--- config.mk ---
export PLATFORM = sky130hd
export DESIGN_NAME = spmp_port
export DESIGN_NICKNAME = d
export VERILOG_FILES = /design/src/hw/spmp_pkg.sv /design/src/hw/spmp_port.sv
export VERILOG_INCLUDE_DIRS = /design/src /design/src/hw
export SDC_FILE = /design/constraint.sdc
export NUM_CORES = 1
export LEC_CHECK = 0
export BUFFER_PORTS_ARGS = -buffer_cell sky130_fd_sc_hd__buf_2
export CORE_ASPECT_RATIO = 1.1
export CORE_MARGIN = 2
export CORE_UTILIZATION = 45
export CTS_BUF_LIST = sky130_fd_sc_hd__clkbuf_8 sky130_fd_sc_hd__clkbuf_16
export CTS_CLUSTER_DIAMETER = 80
export DETAILED_ROUTE_END_ITERATION = 10
export PLACE_DENSITY = 0.71
export SLEW_MARGIN = 10
export SYNTH_ARGS = -nofsm -noshare
export SYNTH_HDL_FRONTEND = slang
export SYNTH_SLANG_ARGS = --single-unit
--- constraint.sdc ---
create_clock -name pclk -period 2.45 [get_ports pclk]
set_input_delay 0.245 -clock pclk [delete_from_list [all_inputs] [get_ports pclk]]
set_output_delay 0.245 -clock pclk [all_outputs]
set_load 0.01 [all_outputs]
--- src/hw/spmp_cfg.svh ---
// Offsets, field positions, reset values and timing counts of the port.
// Assumes a 12-bit APB byte address and 32-bit data words.
`ifndef SPMP_CFG_SVH
`define SPMP_CFG_SVH

// Register byte offsets.
`define SPMP_OFF_CTRL 12'h000
`define SPMP_OFF_CSR 12'h004
`define SPMP_OFF_DATA 12'h008

// Bits of ctrl_reg.
`define SPMP_IRQEN 7
`define SPMP_PEN 6
`define SPMP_SPR2 5
`define SPMP_MASTER_SELECT 4
`define SPMP_CLK_POLARITY 3
`define SPMP_CLK_PHASE 2
`define SPMP_SPR1 1
`define SPMP_SPR0 0

// Bits of ctrl_status_reg.
`define SPMP_XFER_DONE_FLAG 7
`define SPMP_WRITE_CLASH_FLAG 6
`define SPMP_OVR 5
`define SPMP_MODE_FAULT_FLAG 4
`define SPMP_SOD 2
`define SPMP_SSM 1
`define SPMP_SSI 0

// Reset values.
`define SPMP_CTRL_RST 8'h00
`define SPMP_CFG_RST 3'h0

// Half periods of the master clock in pclk cycles, per rate code.
`define SPMP_HALF_DIV4 7'h02
`define SPMP_HALF_DIV8 7'h04
`define SPMP_HALF_DIV16 7'h08
`define SPMP_HALF_DIV32 7'h10
`define SPMP_HALF_DIV64 7'h20
`define SPMP_HALF_DIV128 7'h40

// Index of the last clock edge in one byte.
`define SPMP_LAST_EDGE 4'hF
`endif

--- src/hw/spmp_pkg.sv ---
// Types shared by the serial port design.
// Assumes spmp_cfg.svh is on the include path.
package spmp_pkg;
  // Master engine state.
  typedef enum logic {SPMP_IDLE, SPMP_RUN} spmp_mst_e;
  // Byte carried on the serial link.
  typedef logic [7:0] spmp_byte_t;
endpackage

--- src/hw/spmp_port.sv ---
// Byte-wide serial peripheral port, master or slave, with APB registers.
// Assumes pins arrive unsynchronised and the pad logic merges enables.
// Function
// - Master data write loads shifter, MSB first.
// - Completion sets done flag; gated interrupt.
// - Master done clear: status access, data read.
// - Slave done clear: status access, data access.
// - Data writes ignored while done, until status read.
// - Slave shifts on external clock, MSB first.
// - Polarity and phase pick the capture edge.
// - Select low as master sets mode fault.
// - Mode fault clears enable and master select.
// - Fault clear: status read, control write.
// - Fault blocks setting enable/master outside clearing.
// - Mode fault never set as slave.
// - Byte over pending done sets overrun.
// - Overrun keeps first byte, drops later ones.
// - Data write while busy discarded, sets clash.
// - Clash flag raises no interrupt.
// - Data write never clears clash flag.
// - Wait mode runs normally; events wake.
// - Halt freezes register writes; extra bytes overrun.
`timescale 1ns/1ps
`include "spmp_cfg.svh"

module spmp_port import spmp_pkg::*; (
  // APB slave.
  input wire logic pclk,
  input wire logic presetn,
  input wire logic psel,
  input wire logic penable,
  input wire logic pwrite,
  input wire logic [11:0] paddr,
  input wire logic [31:0] pwdata,
  output logic [31:0] prdata,
  output logic pready,
  output logic pslverr,
  // CPU side.
  input wire logic cpu_irq_mask,
  input wire logic wait_mode,
  input wire logic halt_mode,
  output logic irq_req,
  output logic wake_req,
  // Serial pins.
  input wire logic sck_i,
  output logic sck_o,
  output logic sck_oe,
  input wire logic mosi_i,
  output logic mosi_o,
  output logic mosi_oe,
  input wire logic miso_i,
  output logic miso_o,
  output logic miso_oe,
  input wire logic ss_n_i
);

  logic [3:0] pin_s1;
  logic [3:0] pin_s2;
  logic sck_d;
  logic [7:0] ctrl_reg;
  logic [2:0] cfg_reg;
  logic xfer_done_flag_reg, write_clash_flag_reg, ovr_reg, mode_fault_flag_reg;
  logic xfer_done_flag_acc_reg, xfer_done_flag_rd_reg, write_clash_flag_rd_reg, mode_fault_flag_rd_reg;
  spmp_byte_t shift_reg;
  spmp_byte_t rx_reg;
  logic cap_reg, out_reg;
  logic [3:0] edge_reg;
  spmp_mst_e mst_reg;
  logic [6:0] div_reg;
  logic sck_lvl_reg;
  logic [31:0] prdata_reg;

  // Pin inputs pass two flops; reset shows a low clock, so no false edge.
  always_ff @(posedge pclk or negedge presetn) begin
    if (!presetn) begin
      pin_s1 <= 4'h7;
      pin_s2 <= 4'h7;
    end else begin
      pin_s1 <= {sck_i, mosi_i, miso_i, ss_n_i};
      pin_s2 <= pin_s1;
    end
  end

  logic sck_s, mosi_s, miso_s, ss_s;
  assign sck_s = pin_s2[3];
  assign mosi_s = pin_s2[2];
  assign miso_s = pin_s2[1];
  assign ss_s = pin_s2[0];

  // Configuration fields.
  logic pen, master_select, clk_polarity, clk_phase, sod, ssm, ssi, ss_int;
  assign pen = ctrl_reg[`SPMP_PEN];
  assign master_select = ctrl_reg[`SPMP_MASTER_SELECT];
  assign clk_polarity = ctrl_reg[`SPMP_CLK_POLARITY];
  assign clk_phase = ctrl_reg[`SPMP_CLK_PHASE];
  assign sod = cfg_reg[`SPMP_SOD];
  assign ssm = cfg_reg[`SPMP_SSM];
  assign ssi = cfg_reg[`SPMP_SSI];
  // Internal select comes from the pin or from software.
  assign ss_int = ssm ? ssi : ss_s;

  // Bus decode; writes are frozen while the CPU is halted.
  logic acc, wr, rd, hit_ctrl, hit_csr, hit_dr;
  logic ctrl_wr, csr_wr, csr_rd, csr_acc, dr_wr, dr_rd;
  assign acc = psel & penable;
  assign wr = acc & pwrite & ~halt_mode;
  assign rd = acc & ~pwrite;
  assign hit_ctrl = paddr == `SPMP_OFF_CTRL;
  assign hit_csr = paddr == `SPMP_OFF_CSR;
  assign hit_dr = paddr == `SPMP_OFF_DATA;
  assign ctrl_wr = wr & hit_ctrl;
  assign csr_wr = wr & hit_csr;
  assign csr_rd = rd & hit_csr;
  assign csr_acc = csr_rd | csr_wr;
  assign dr_wr = wr & hit_dr;
  assign dr_rd = rd & hit_dr;

  // Zero wait states; unmapped addresses answer with an error.
  assign pready = acc;
  assign pslverr = acc & ~(hit_ctrl | hit_csr | hit_dr);
  assign prdata = prdata_reg;

  // Engine activity and transfer events.
  logic m_busy, s_busy, active, tick, s_edge, eng_edge;
  logic din, done, mfault, dr_block, dr_take, write_clash_flag_evt;
  spmp_byte_t rx_byte;
  assign m_busy = mst_reg == SPMP_RUN;
  // With phase 0 a selected slave counts as busy for the whole select.
  assign s_busy = (edge_reg != 4'h0) | (~clk_phase & ~ss_int);
  assign active = master_select ? m_busy : s_busy;
  assign s_edge = pen & ~master_select & ~ss_int & (sck_s != sck_d);
  // A halted master stops clocking; a slave keeps receiving.
  assign eng_edge = master_select ? (m_busy & tick & ~halt_mode) : s_edge;
  assign din = master_select ? miso_s : mosi_s;
  assign done = eng_edge & (edge_reg == `SPMP_LAST_EDGE);
  assign rx_byte = {shift_reg[6:0], clk_phase ? din : cap_reg};
  // A master driven low on its select is a fault; slaves never fault.
  assign mfault = pen & master_select & ~ss_int;
  assign dr_block = xfer_done_flag_reg & ~xfer_done_flag_rd_reg;
  assign dr_take = dr_wr & ~dr_block & ~active;
  assign write_clash_flag_evt = dr_wr & ~dr_block & active;

  // Half period for the selected master rate.
  logic [6:0] half;
  always_comb begin
    unique case ({ctrl_reg[`SPMP_SPR2], ctrl_reg[1:0]})
      3'h4: half = `SPMP_HALF_DIV4;
      3'h0: half = `SPMP_HALF_DIV8;
      3'h1: half = `SPMP_HALF_DIV16;
      3'h6: half = `SPMP_HALF_DIV32;
      3'h2: half = `SPMP_HALF_DIV64;
      3'h3: half = `SPMP_HALF_DIV128;
      default: half = `SPMP_HALF_DIV128;
    endcase
  end
  assign tick = div_reg == (half - 7'h01);

  // Rate divider; it restarts at every byte so edges stay even.
  always_ff @(posedge pclk or negedge presetn) begin
    if (!presetn) begin
      div_reg <= 7'h00;
    end else if (!m_busy || tick || halt_mode) begin
      div_reg <= 7'h00;
    end else begin
      div_reg <= div_reg + 7'h01;
    end
  end

  // Delayed link clock for edge finding.
  always_ff @(posedge pclk or negedge presetn) begin
    if (!presetn) begin
      sck_d <= 1'b0;
    end else begin
      sck_d <= sck_s;
    end
  end

  // Control register; a fault overrides a same-cycle write of enable and master select.
  always_ff @(posedge pclk or negedge presetn) begin
    if (!presetn) begin
      ctrl_reg <= `SPMP_CTRL_RST;
    end else begin
      if (ctrl_wr) begin
        ctrl_reg <= pwdata[7:0];
        if (mode_fault_flag_reg && !mode_fault_flag_rd_reg) begin
          ctrl_reg[`SPMP_PEN] <= pwdata[`SPMP_PEN] & pen;
          ctrl_reg[`SPMP_MASTER_SELECT] <= pwdata[`SPMP_MASTER_SELECT] & master_select;
        end
      end
      if (mfault) begin
        ctrl_reg[`SPMP_PEN] <= 1'b0;
        ctrl_reg[`SPMP_MASTER_SELECT] <= 1'b0;
      end
    end
  end

  // Writable part of the status register.
  always_ff @(posedge pclk or negedge presetn) begin
    if (!presetn) begin
      cfg_reg <= `SPMP_CFG_RST;
    end else if (csr_wr) begin
      cfg_reg <= pwdata[2:0];
    end
  end

  // Master engine: runs from an accepted data write to the last edge.
  always_ff @(posedge pclk or negedge presetn) begin
    if (!presetn) begin
      mst_reg <= SPMP_IDLE;
    end else if (mfault || !pen || !master_select) begin
      mst_reg <= SPMP_IDLE;
    end else begin
      unique case (mst_reg)
        SPMP_IDLE: if (dr_take) mst_reg <= SPMP_RUN;
        SPMP_RUN: if (done) mst_reg <= SPMP_IDLE;
      endcase
    end
  end

  // Master clock level; sixteen toggles return it to idle.
  always_ff @(posedge pclk or negedge presetn) begin
    if (!presetn) begin
      sck_lvl_reg <= 1'b0;
    end else if (!m_busy) begin
      sck_lvl_reg <= 1'b0;
    end else if (eng_edge) begin
      sck_lvl_reg <= ~sck_lvl_reg;
    end
  end

  // Edge counter; a slave of either phase restarts on each deselect.
  always_ff @(posedge pclk or negedge presetn) begin
    if (!presetn) begin
      edge_reg <= 4'h0;
    end else if (mfault || !pen || (!master_select && ss_int) || dr_take) begin
      edge_reg <= 4'h0;
    end else if (eng_edge) begin
      edge_reg <= edge_reg + 4'h1;
    end
  end

  // Shifter. Even edges capture (phase 0) or drive (phase 1); odd
  // edges shift, so the capture edge follows polarity and phase.
  always_ff @(posedge pclk or negedge presetn) begin
    if (!presetn) begin
      shift_reg <= 8'h00;
      cap_reg <= 1'b0;
      out_reg <= 1'b0;
    end else if (dr_take) begin
      shift_reg <= pwdata[7:0];
      out_reg <= pwdata[7];
    end else if (eng_edge) begin
      if (!edge_reg[0]) begin
        if (clk_phase) begin
          out_reg <= shift_reg[7];
        end else begin
          cap_reg <= din;
        end
      end else begin
        shift_reg <= rx_byte;
      end
    end
  end

  // Receive buffer holds the first byte after the flag was cleared.
  always_ff @(posedge pclk or negedge presetn) begin
    if (!presetn) begin
      rx_reg <= 8'h00;
    end else if (done && !xfer_done_flag_reg) begin
      rx_reg <= rx_byte;
    end
  end

  // Clearing steps; slaves may finish the sequence with a write.
  logic xfer_done_flag_clr, write_clash_flag_clr, mode_fault_flag_clr;
  assign xfer_done_flag_clr = xfer_done_flag_acc_reg & (dr_rd | (~master_select & dr_wr));
  assign write_clash_flag_clr = write_clash_flag_rd_reg & dr_rd;
  assign mode_fault_flag_clr = mode_fault_flag_rd_reg & ctrl_wr;

  // Sticky flags; a new event wins over a clear in the same cycle.
  always_ff @(posedge pclk or negedge presetn) begin
    if (!presetn) begin
      xfer_done_flag_reg <= 1'b0;
      ovr_reg <= 1'b0;
      write_clash_flag_reg <= 1'b0;
      mode_fault_flag_reg <= 1'b0;
    end else begin
      xfer_done_flag_reg <= done | (xfer_done_flag_reg & ~xfer_done_flag_clr);
      ovr_reg <= (done & xfer_done_flag_reg) | (ovr_reg & ~csr_rd);
      write_clash_flag_reg <= write_clash_flag_evt | (write_clash_flag_reg & ~write_clash_flag_clr);
      mode_fault_flag_reg <= mfault | (mode_fault_flag_reg & ~mode_fault_flag_clr);
    end
  end

  // First step of each clearing sequence, dropped once the flag falls.
  always_ff @(posedge pclk or negedge presetn) begin
    if (!presetn) begin
      xfer_done_flag_acc_reg <= 1'b0;
      xfer_done_flag_rd_reg <= 1'b0;
      write_clash_flag_rd_reg <= 1'b0;
      mode_fault_flag_rd_reg <= 1'b0;
    end else begin
      xfer_done_flag_acc_reg <= xfer_done_flag_reg & ~xfer_done_flag_clr & (xfer_done_flag_acc_reg | csr_acc);
      xfer_done_flag_rd_reg <= xfer_done_flag_reg & ~xfer_done_flag_clr & (xfer_done_flag_rd_reg | csr_rd);
      write_clash_flag_rd_reg <= write_clash_flag_reg & ~write_clash_flag_clr & (write_clash_flag_rd_reg | csr_rd);
      mode_fault_flag_rd_reg <= mode_fault_flag_reg & ~mode_fault_flag_clr & (mode_fault_flag_rd_reg | csr_rd);
    end
  end

  // Read data is latched in the setup phase so it comes from a flop.
  always_ff @(posedge pclk or negedge presetn) begin
    if (!presetn) begin
      prdata_reg <= 32'h0000_0000;
    end else if (psel && !penable && !pwrite) begin
      if (paddr == `SPMP_OFF_CTRL) begin
        prdata_reg <= {24'h000000, ctrl_reg};
      end else if (paddr == `SPMP_OFF_CSR) begin
        prdata_reg <= {24'h000000, xfer_done_flag_reg, write_clash_flag_reg, ovr_reg,
                       mode_fault_flag_reg, 1'b0, cfg_reg};
      end else if (paddr == `SPMP_OFF_DATA) begin
        prdata_reg <= {24'h000000, rx_reg};
      end else begin
        prdata_reg <= 32'h0000_0000;
      end
    end
  end

  // Interrupt and wake; the clash flag takes no part in either.
  logic irq_src;
  assign irq_src = ctrl_reg[`SPMP_IRQEN] & (xfer_done_flag_reg | ovr_reg | mode_fault_flag_reg);
  assign irq_req = irq_src & ~cpu_irq_mask;
  // Halt exits only on completion; wait exits on completion, overrun or mode fault.
  assign wake_req = (wait_mode & irq_src) |
                    (halt_mode & ctrl_reg[`SPMP_IRQEN] & xfer_done_flag_reg);

  // Pin drivers, blocked while the port is disabled.
  assign sck_o = clk_polarity ^ sck_lvl_reg;
  assign sck_oe = pen & master_select;
  assign mosi_o = clk_phase ? out_reg : shift_reg[7];
  assign mosi_oe = pen & master_select & ~sod;
  assign miso_o = clk_phase ? out_reg : shift_reg[7];
  assign miso_oe = pen & ~master_select & ~sod & ~ss_int;
endmodule

# Word level (Yosys, flattened, before mapping)
# Cells that the tools add are included.
# W data, S select, Z words.
[totals]
mem_bits_ro = 0
wordCells = 179
ramBits = 0
memories = 0
inputBits = 56
out_inout_bits = 42
latch_bits = 0
regBits = 91
[classes]
add_sub_neg = 3
multipliers = 0
n_mux = 31
n_reduce_logical = 29
bitwise_logic = 82
eq_ne = 11
n_shift = 0
order_cmp = 0
div_mod_pow = 0
[ops]
columns = ["operator", "count"]
rows = [
  ["$mux W32", 2],
  ["$and A1 B1 Y1", 46],
  ["$pmux W7 S5", 1],
  ["$mux W8", 4],
  ["$mux W1", 19],
  ["$not A1 Y1", 19],
  ["$or A1 B1 Y1", 16],
  ["$mux W7", 2],
  ["$eq A12 B3 Y1 const B", 1],
  ["$eq A12 B4 Y1 const B", 1],
  ["$logic_not A12 Y1", 1],
  ["$reduce_bool A2 Y1", 5],
  ["$mux W4", 2],
  ["$add A7 B1 Y7 const B", 1],
  ["$eq A7 B7 Y1", 1],
  ["$logic_not A1 Y1", 7],
  ["$sub A7 B1 Y7 const B", 1],
  ["$eq A3 B3 Y1 const B", 2],
  ["$logic_or A1 B1 Y1", 6],
  ["$logic_and A1 B1 Y1", 5],
  ["$add A4 B1 Y4 const B", 1],
  ["$eq A4 B4 Y1 const B", 1],
  ["$ne A2 B1 Y1 const B", 2],
  ["$reduce_and A4 Y1", 1],
  ["9 further kinds", 9],
]

# Longest topological paths before layout
[depth]
depth_word = 11
depth_mapped = 9
mapped_depth_nobuf = 8

# Least setup slack after synthesis
# Ideal clock, no wire load.
[synth_path]
path_type = "register -> register"
start = "register cfg_reg[1]"
end = "register rx_reg[0]"
period_less_slack_ns = 2.078
slack_ns = 0.372
stages_incl_launch_ff = 6
setup_time_ns = 0.125
t_required_ns = 2.325
arrival_time_ns = 1.953
path_buffers = 0
path_cell_list = "dfrtp_1 -> mux2_2 -> nor4b_1 -> a31oi_2 -> nor3_4 -> mux2_2"
[synth_between]
elab_chain_cells = 7
[synth_lines]
columns = ["element", "line_no", "text"]
rows = [
  ["start: declaration", "spmp_port.sv:61", "logic [2:0] cfg_reg;"],
  ["start signal: assignment", "spmp_port.sv:200", "cfg_reg <= `SPMP_CFG_RST;"],
  ["start signal: assignment", "spmp_port.sv:202", "cfg_reg <= pwdata[2:0];"],
  ["$mux W1", "spmp_port.sv:100", "assign ss_int = ssm ? ssi : ss_s;"],
  ["$not A1 Y1", "spmp_port.sv:131", "assign s_edge = pen & ~master_select & ~ss_int & (sck_s != sck_d);"],
  ["$and A1 B1 Y1 (2 in series)", "spmp_port.sv:131", ""],
  ["$mux W1", "spmp_port.sv:133", "assign eng_edge = master_select ? (m_busy & tick & ~halt_mode) : s_edge;"],
  ["$and A1 B1 Y1", "spmp_port.sv:135", "assign done = eng_edge & (edge_reg == `SPMP_LAST_EDGE);"],
  ["$logic_and A1 B1 Y1", "spmp_port.sv:269", "end else if (done && !xfer_done_flag_reg) begin"],
  ["end signal: assignment", "spmp_port.sv:270", "rx_reg <= rx_byte;"],
  ["end: declaration", "spmp_port.sv:65", "spmp_byte_t rx_reg;"],
]
# No other way between the ends.
# A chain may end at the register's enable or synchronous reset.

# Worst setup path after layout
# Same ends and word-level chain as after synthesis.

==> results_dict.tcl <==
set metrics [dict create \
    avgRoutedWirePerCell_um 14.05 \
    synth_ff_type "dfrtp_1" \
    port_buffers 49 \
    vias_per_cell 5.045 \
    routabilityCongestion 0.8363 \
    grt.total_usage_pct 18.01 \
    synth_seq_cells 67 \
    period_minus_slack_ps 2301 \
    fill_cells 687 \
    status "completed" \
    antenna_found_initial 0 \
    wirelength_um 7153 \
    core_um2 7473 \
    grt_pass1_wl_um 11600 \
    design.die.area_um2 8426 \
    slew_viol_final 0 \
    hold_buffers 4 \
    die_w_um 87.71 \
    first_global_vias 2409 \
    cts_resized 0 \
    crit_arrival_ps 2530 \
    netlist_instances 339 \
    critPathCaptureType "flop" \
    syn_avg_cell_area_um2 10.23 \
    hpwlAfterDp_um 5237 \
    relSlewSlack_pct 45.16 \
    num-nets-final 458 \
    final_cell_mix "dfrtp_1, buf_2, nand2_1" \
    critPathMaxFanout 8 \
    synth_edf_count 0 \
    final_common_cell "dfrtp_1" \
    leakage_uw 0.001981 \
    io_pins 98 \
    p_per_area_nw_per_um2 536.0 \
    ys_seq_area_share_pct 48.56 \
    syn_to_final_growth_pct 14.75 \
    setup_viol 0 \
    cts.sinks 67 \
    timing.critical_path.from_type "flop" \
    yosysWarnings 0 \
    drt_iter0_drc 160 \
    clock-skew-final_ps 8.846 \
    cp_data_required_time_ps 2680 \
    min_path_type "input port to asynchronous set/reset pin" \
    diodes 0 \
    vias 2568 \
    clk_latency_ps 340 \
    synth-async-reset-ratio_pct 100.0 \
    root_buffer "clkbuf_8" \
    tns_ps 0 \
    first_pass_iters 4 \
    cts_tree "yes" \
    clockBufferDepth 2 \
    fin_crit_sh_pct 93.91 \
    crit_type "flop to flop" \
    drt.antenna.violating_nets 0 \
    ys_types 55 \
    cts_setup_buffers 0 \
    drc 0 \
    grt_max_degree 68 \
    fmax_ghz 0.4346 \
    path_clk_slew_ps 70 \
    start_util_pct 46.41 \
    drive_gt1_share_pct 25.74 \
    row_count 33 \
    syn_area_um2 3468 \
    vdd_ir_drop_max_mv 0.3176 \
    hold_violations 0 \
    rsz0062_at_grt "no" \
    numCtsBuffers 9 \
    die_h_um 96.08 \
    htree_num_levels 3 \
    maxCapViolations 0 \
    worstMarginPinSlew_ps 822.6 \
    grt-ovfl-total 0 \
    final_core_util_pct 53.26 \
]
-- path summary, 6_finish.rpt --
check | startpoint | endpoint | slack (ps) | cells after the start
hold / removal | presetn | prdata[6] | 90 | 2
setup / recovery | cfg_reg[1] | rx_reg[0] | 150 | 6
min in group pclk | pwdata[5] | ctrl_reg[5] | 110 | 3
max in group asynchronous | presetn | ctrl_reg[2] | 1830 | 2
hold reg to reg | pin_s1[3] | pin_s2[3] | 350 | 0
setup reg to reg | cfg_reg[1] | rx_reg[0] | 150 | 6
-- through the flow --
| stage | hold WS [ps] | cells | total power [uW] | instance area [um^2] | setup slack, ps |
|---|---|---|---|---|---|
| detailed placement | 339.7 | 489 | 1247 | 3746 | 154.8 |
| global route | 117.9 | 509 | 2223 | 3980 | 23.57 |
| floorplan | -50.59 | 362 | 1213 | 3555 | 371.9 |
| global placement | 335.6 | 489 | 1245 | 3746 | 171.3 |
| finish | 92.43 | 509 | 2133 | 3980 | 149.2 |
| CTS | 107.8 | 509 | 2154 | 3980 | 137.9 |
-- cells in the mapped netlist, types with 6 or more instances --
master / number / area [um^2]
dfrtp_1: 61 / 1526
nand2_1: 45 / 168.9
nor2_1: 34 / 127.6
buf_4: 25 / 187.7
a21oi_1: 20 / 100.1
mux2i_1: 18 / 180.2
mux2_2: 15 / 168.9
inv_1: 10 / 37.54
o21ai_0: 9 / 45.04
o31ai_1: 8 / 60.06
xnor2_1: 8 / 70.07
dfstp_2: 6 / 157.7
nand3_1: 6 / 30.03
-- routing by layer --
| metal | up-vias | share of wire [%] | track usage [%] |
|---|---|---|---|
| met5 | - | 0 | 0 |
| met4 | 0 | 0.77 | 4.487 |
| met3 | 8 | 4.1 | 4.889 |
| met2 | 69 | 50 | 30.37 |
| met1 | 1246 | 45 | 23.01 |
| li1 | 1245 | - | - |
-- power breakdown --
| part | switching [uW] | total (uW) | internal, uW |
|---|---|---|---|
| logic | 74.6 | 110 | 35.1 |
| registers | 2.72 | 1120 | 1120 |
| clock network | 415 | 903 | 488 |
| total | 492 | 2130 | 1640 |
-- logic make-up (layout without fill, tap and decap cells) --
logic type      Yosys count  count (layout)  share of synthesized area, %
buf+inv                  46              88                         8.730
fa+ha+maj                 3               3                         1.082
compound gates           57              57                         10.75
other cells               1              24                        0.1081
simple gates            120             120                         17.60
xor+xnor                 11              11                         2.778
flops                    67              67                         48.56
mux                      34              34                         10.39
-- critical path, stage by stage, from the launching register on --
cell     delay [ps]
dfrtp_1         440
mux2_2          400
nor4b_1         450
a31oi_2         160
nor3_4          260
buf_12          150
mux2_2          330
-- cell type report --
| cell class | count | area, um^2 | area share (%) |
|---|---|---|---|
| sequential | 67 | 1684 | 42.31 |
| inverter | 10 | 37.54 | 0.9431 |
| clock inverter | 6 | 56.30 | 1.415 |
| clock buffer | 10 | 137.6 | 3.458 |
| timing repair buffer | 62 | 365.4 | 9.179 |
| multi-input combinational | 249 | 1568 | 39.39 |
| tap | 105 | 131.4 | 3.301 |
No activity file was read; power rests on OpenSTA's default activity.
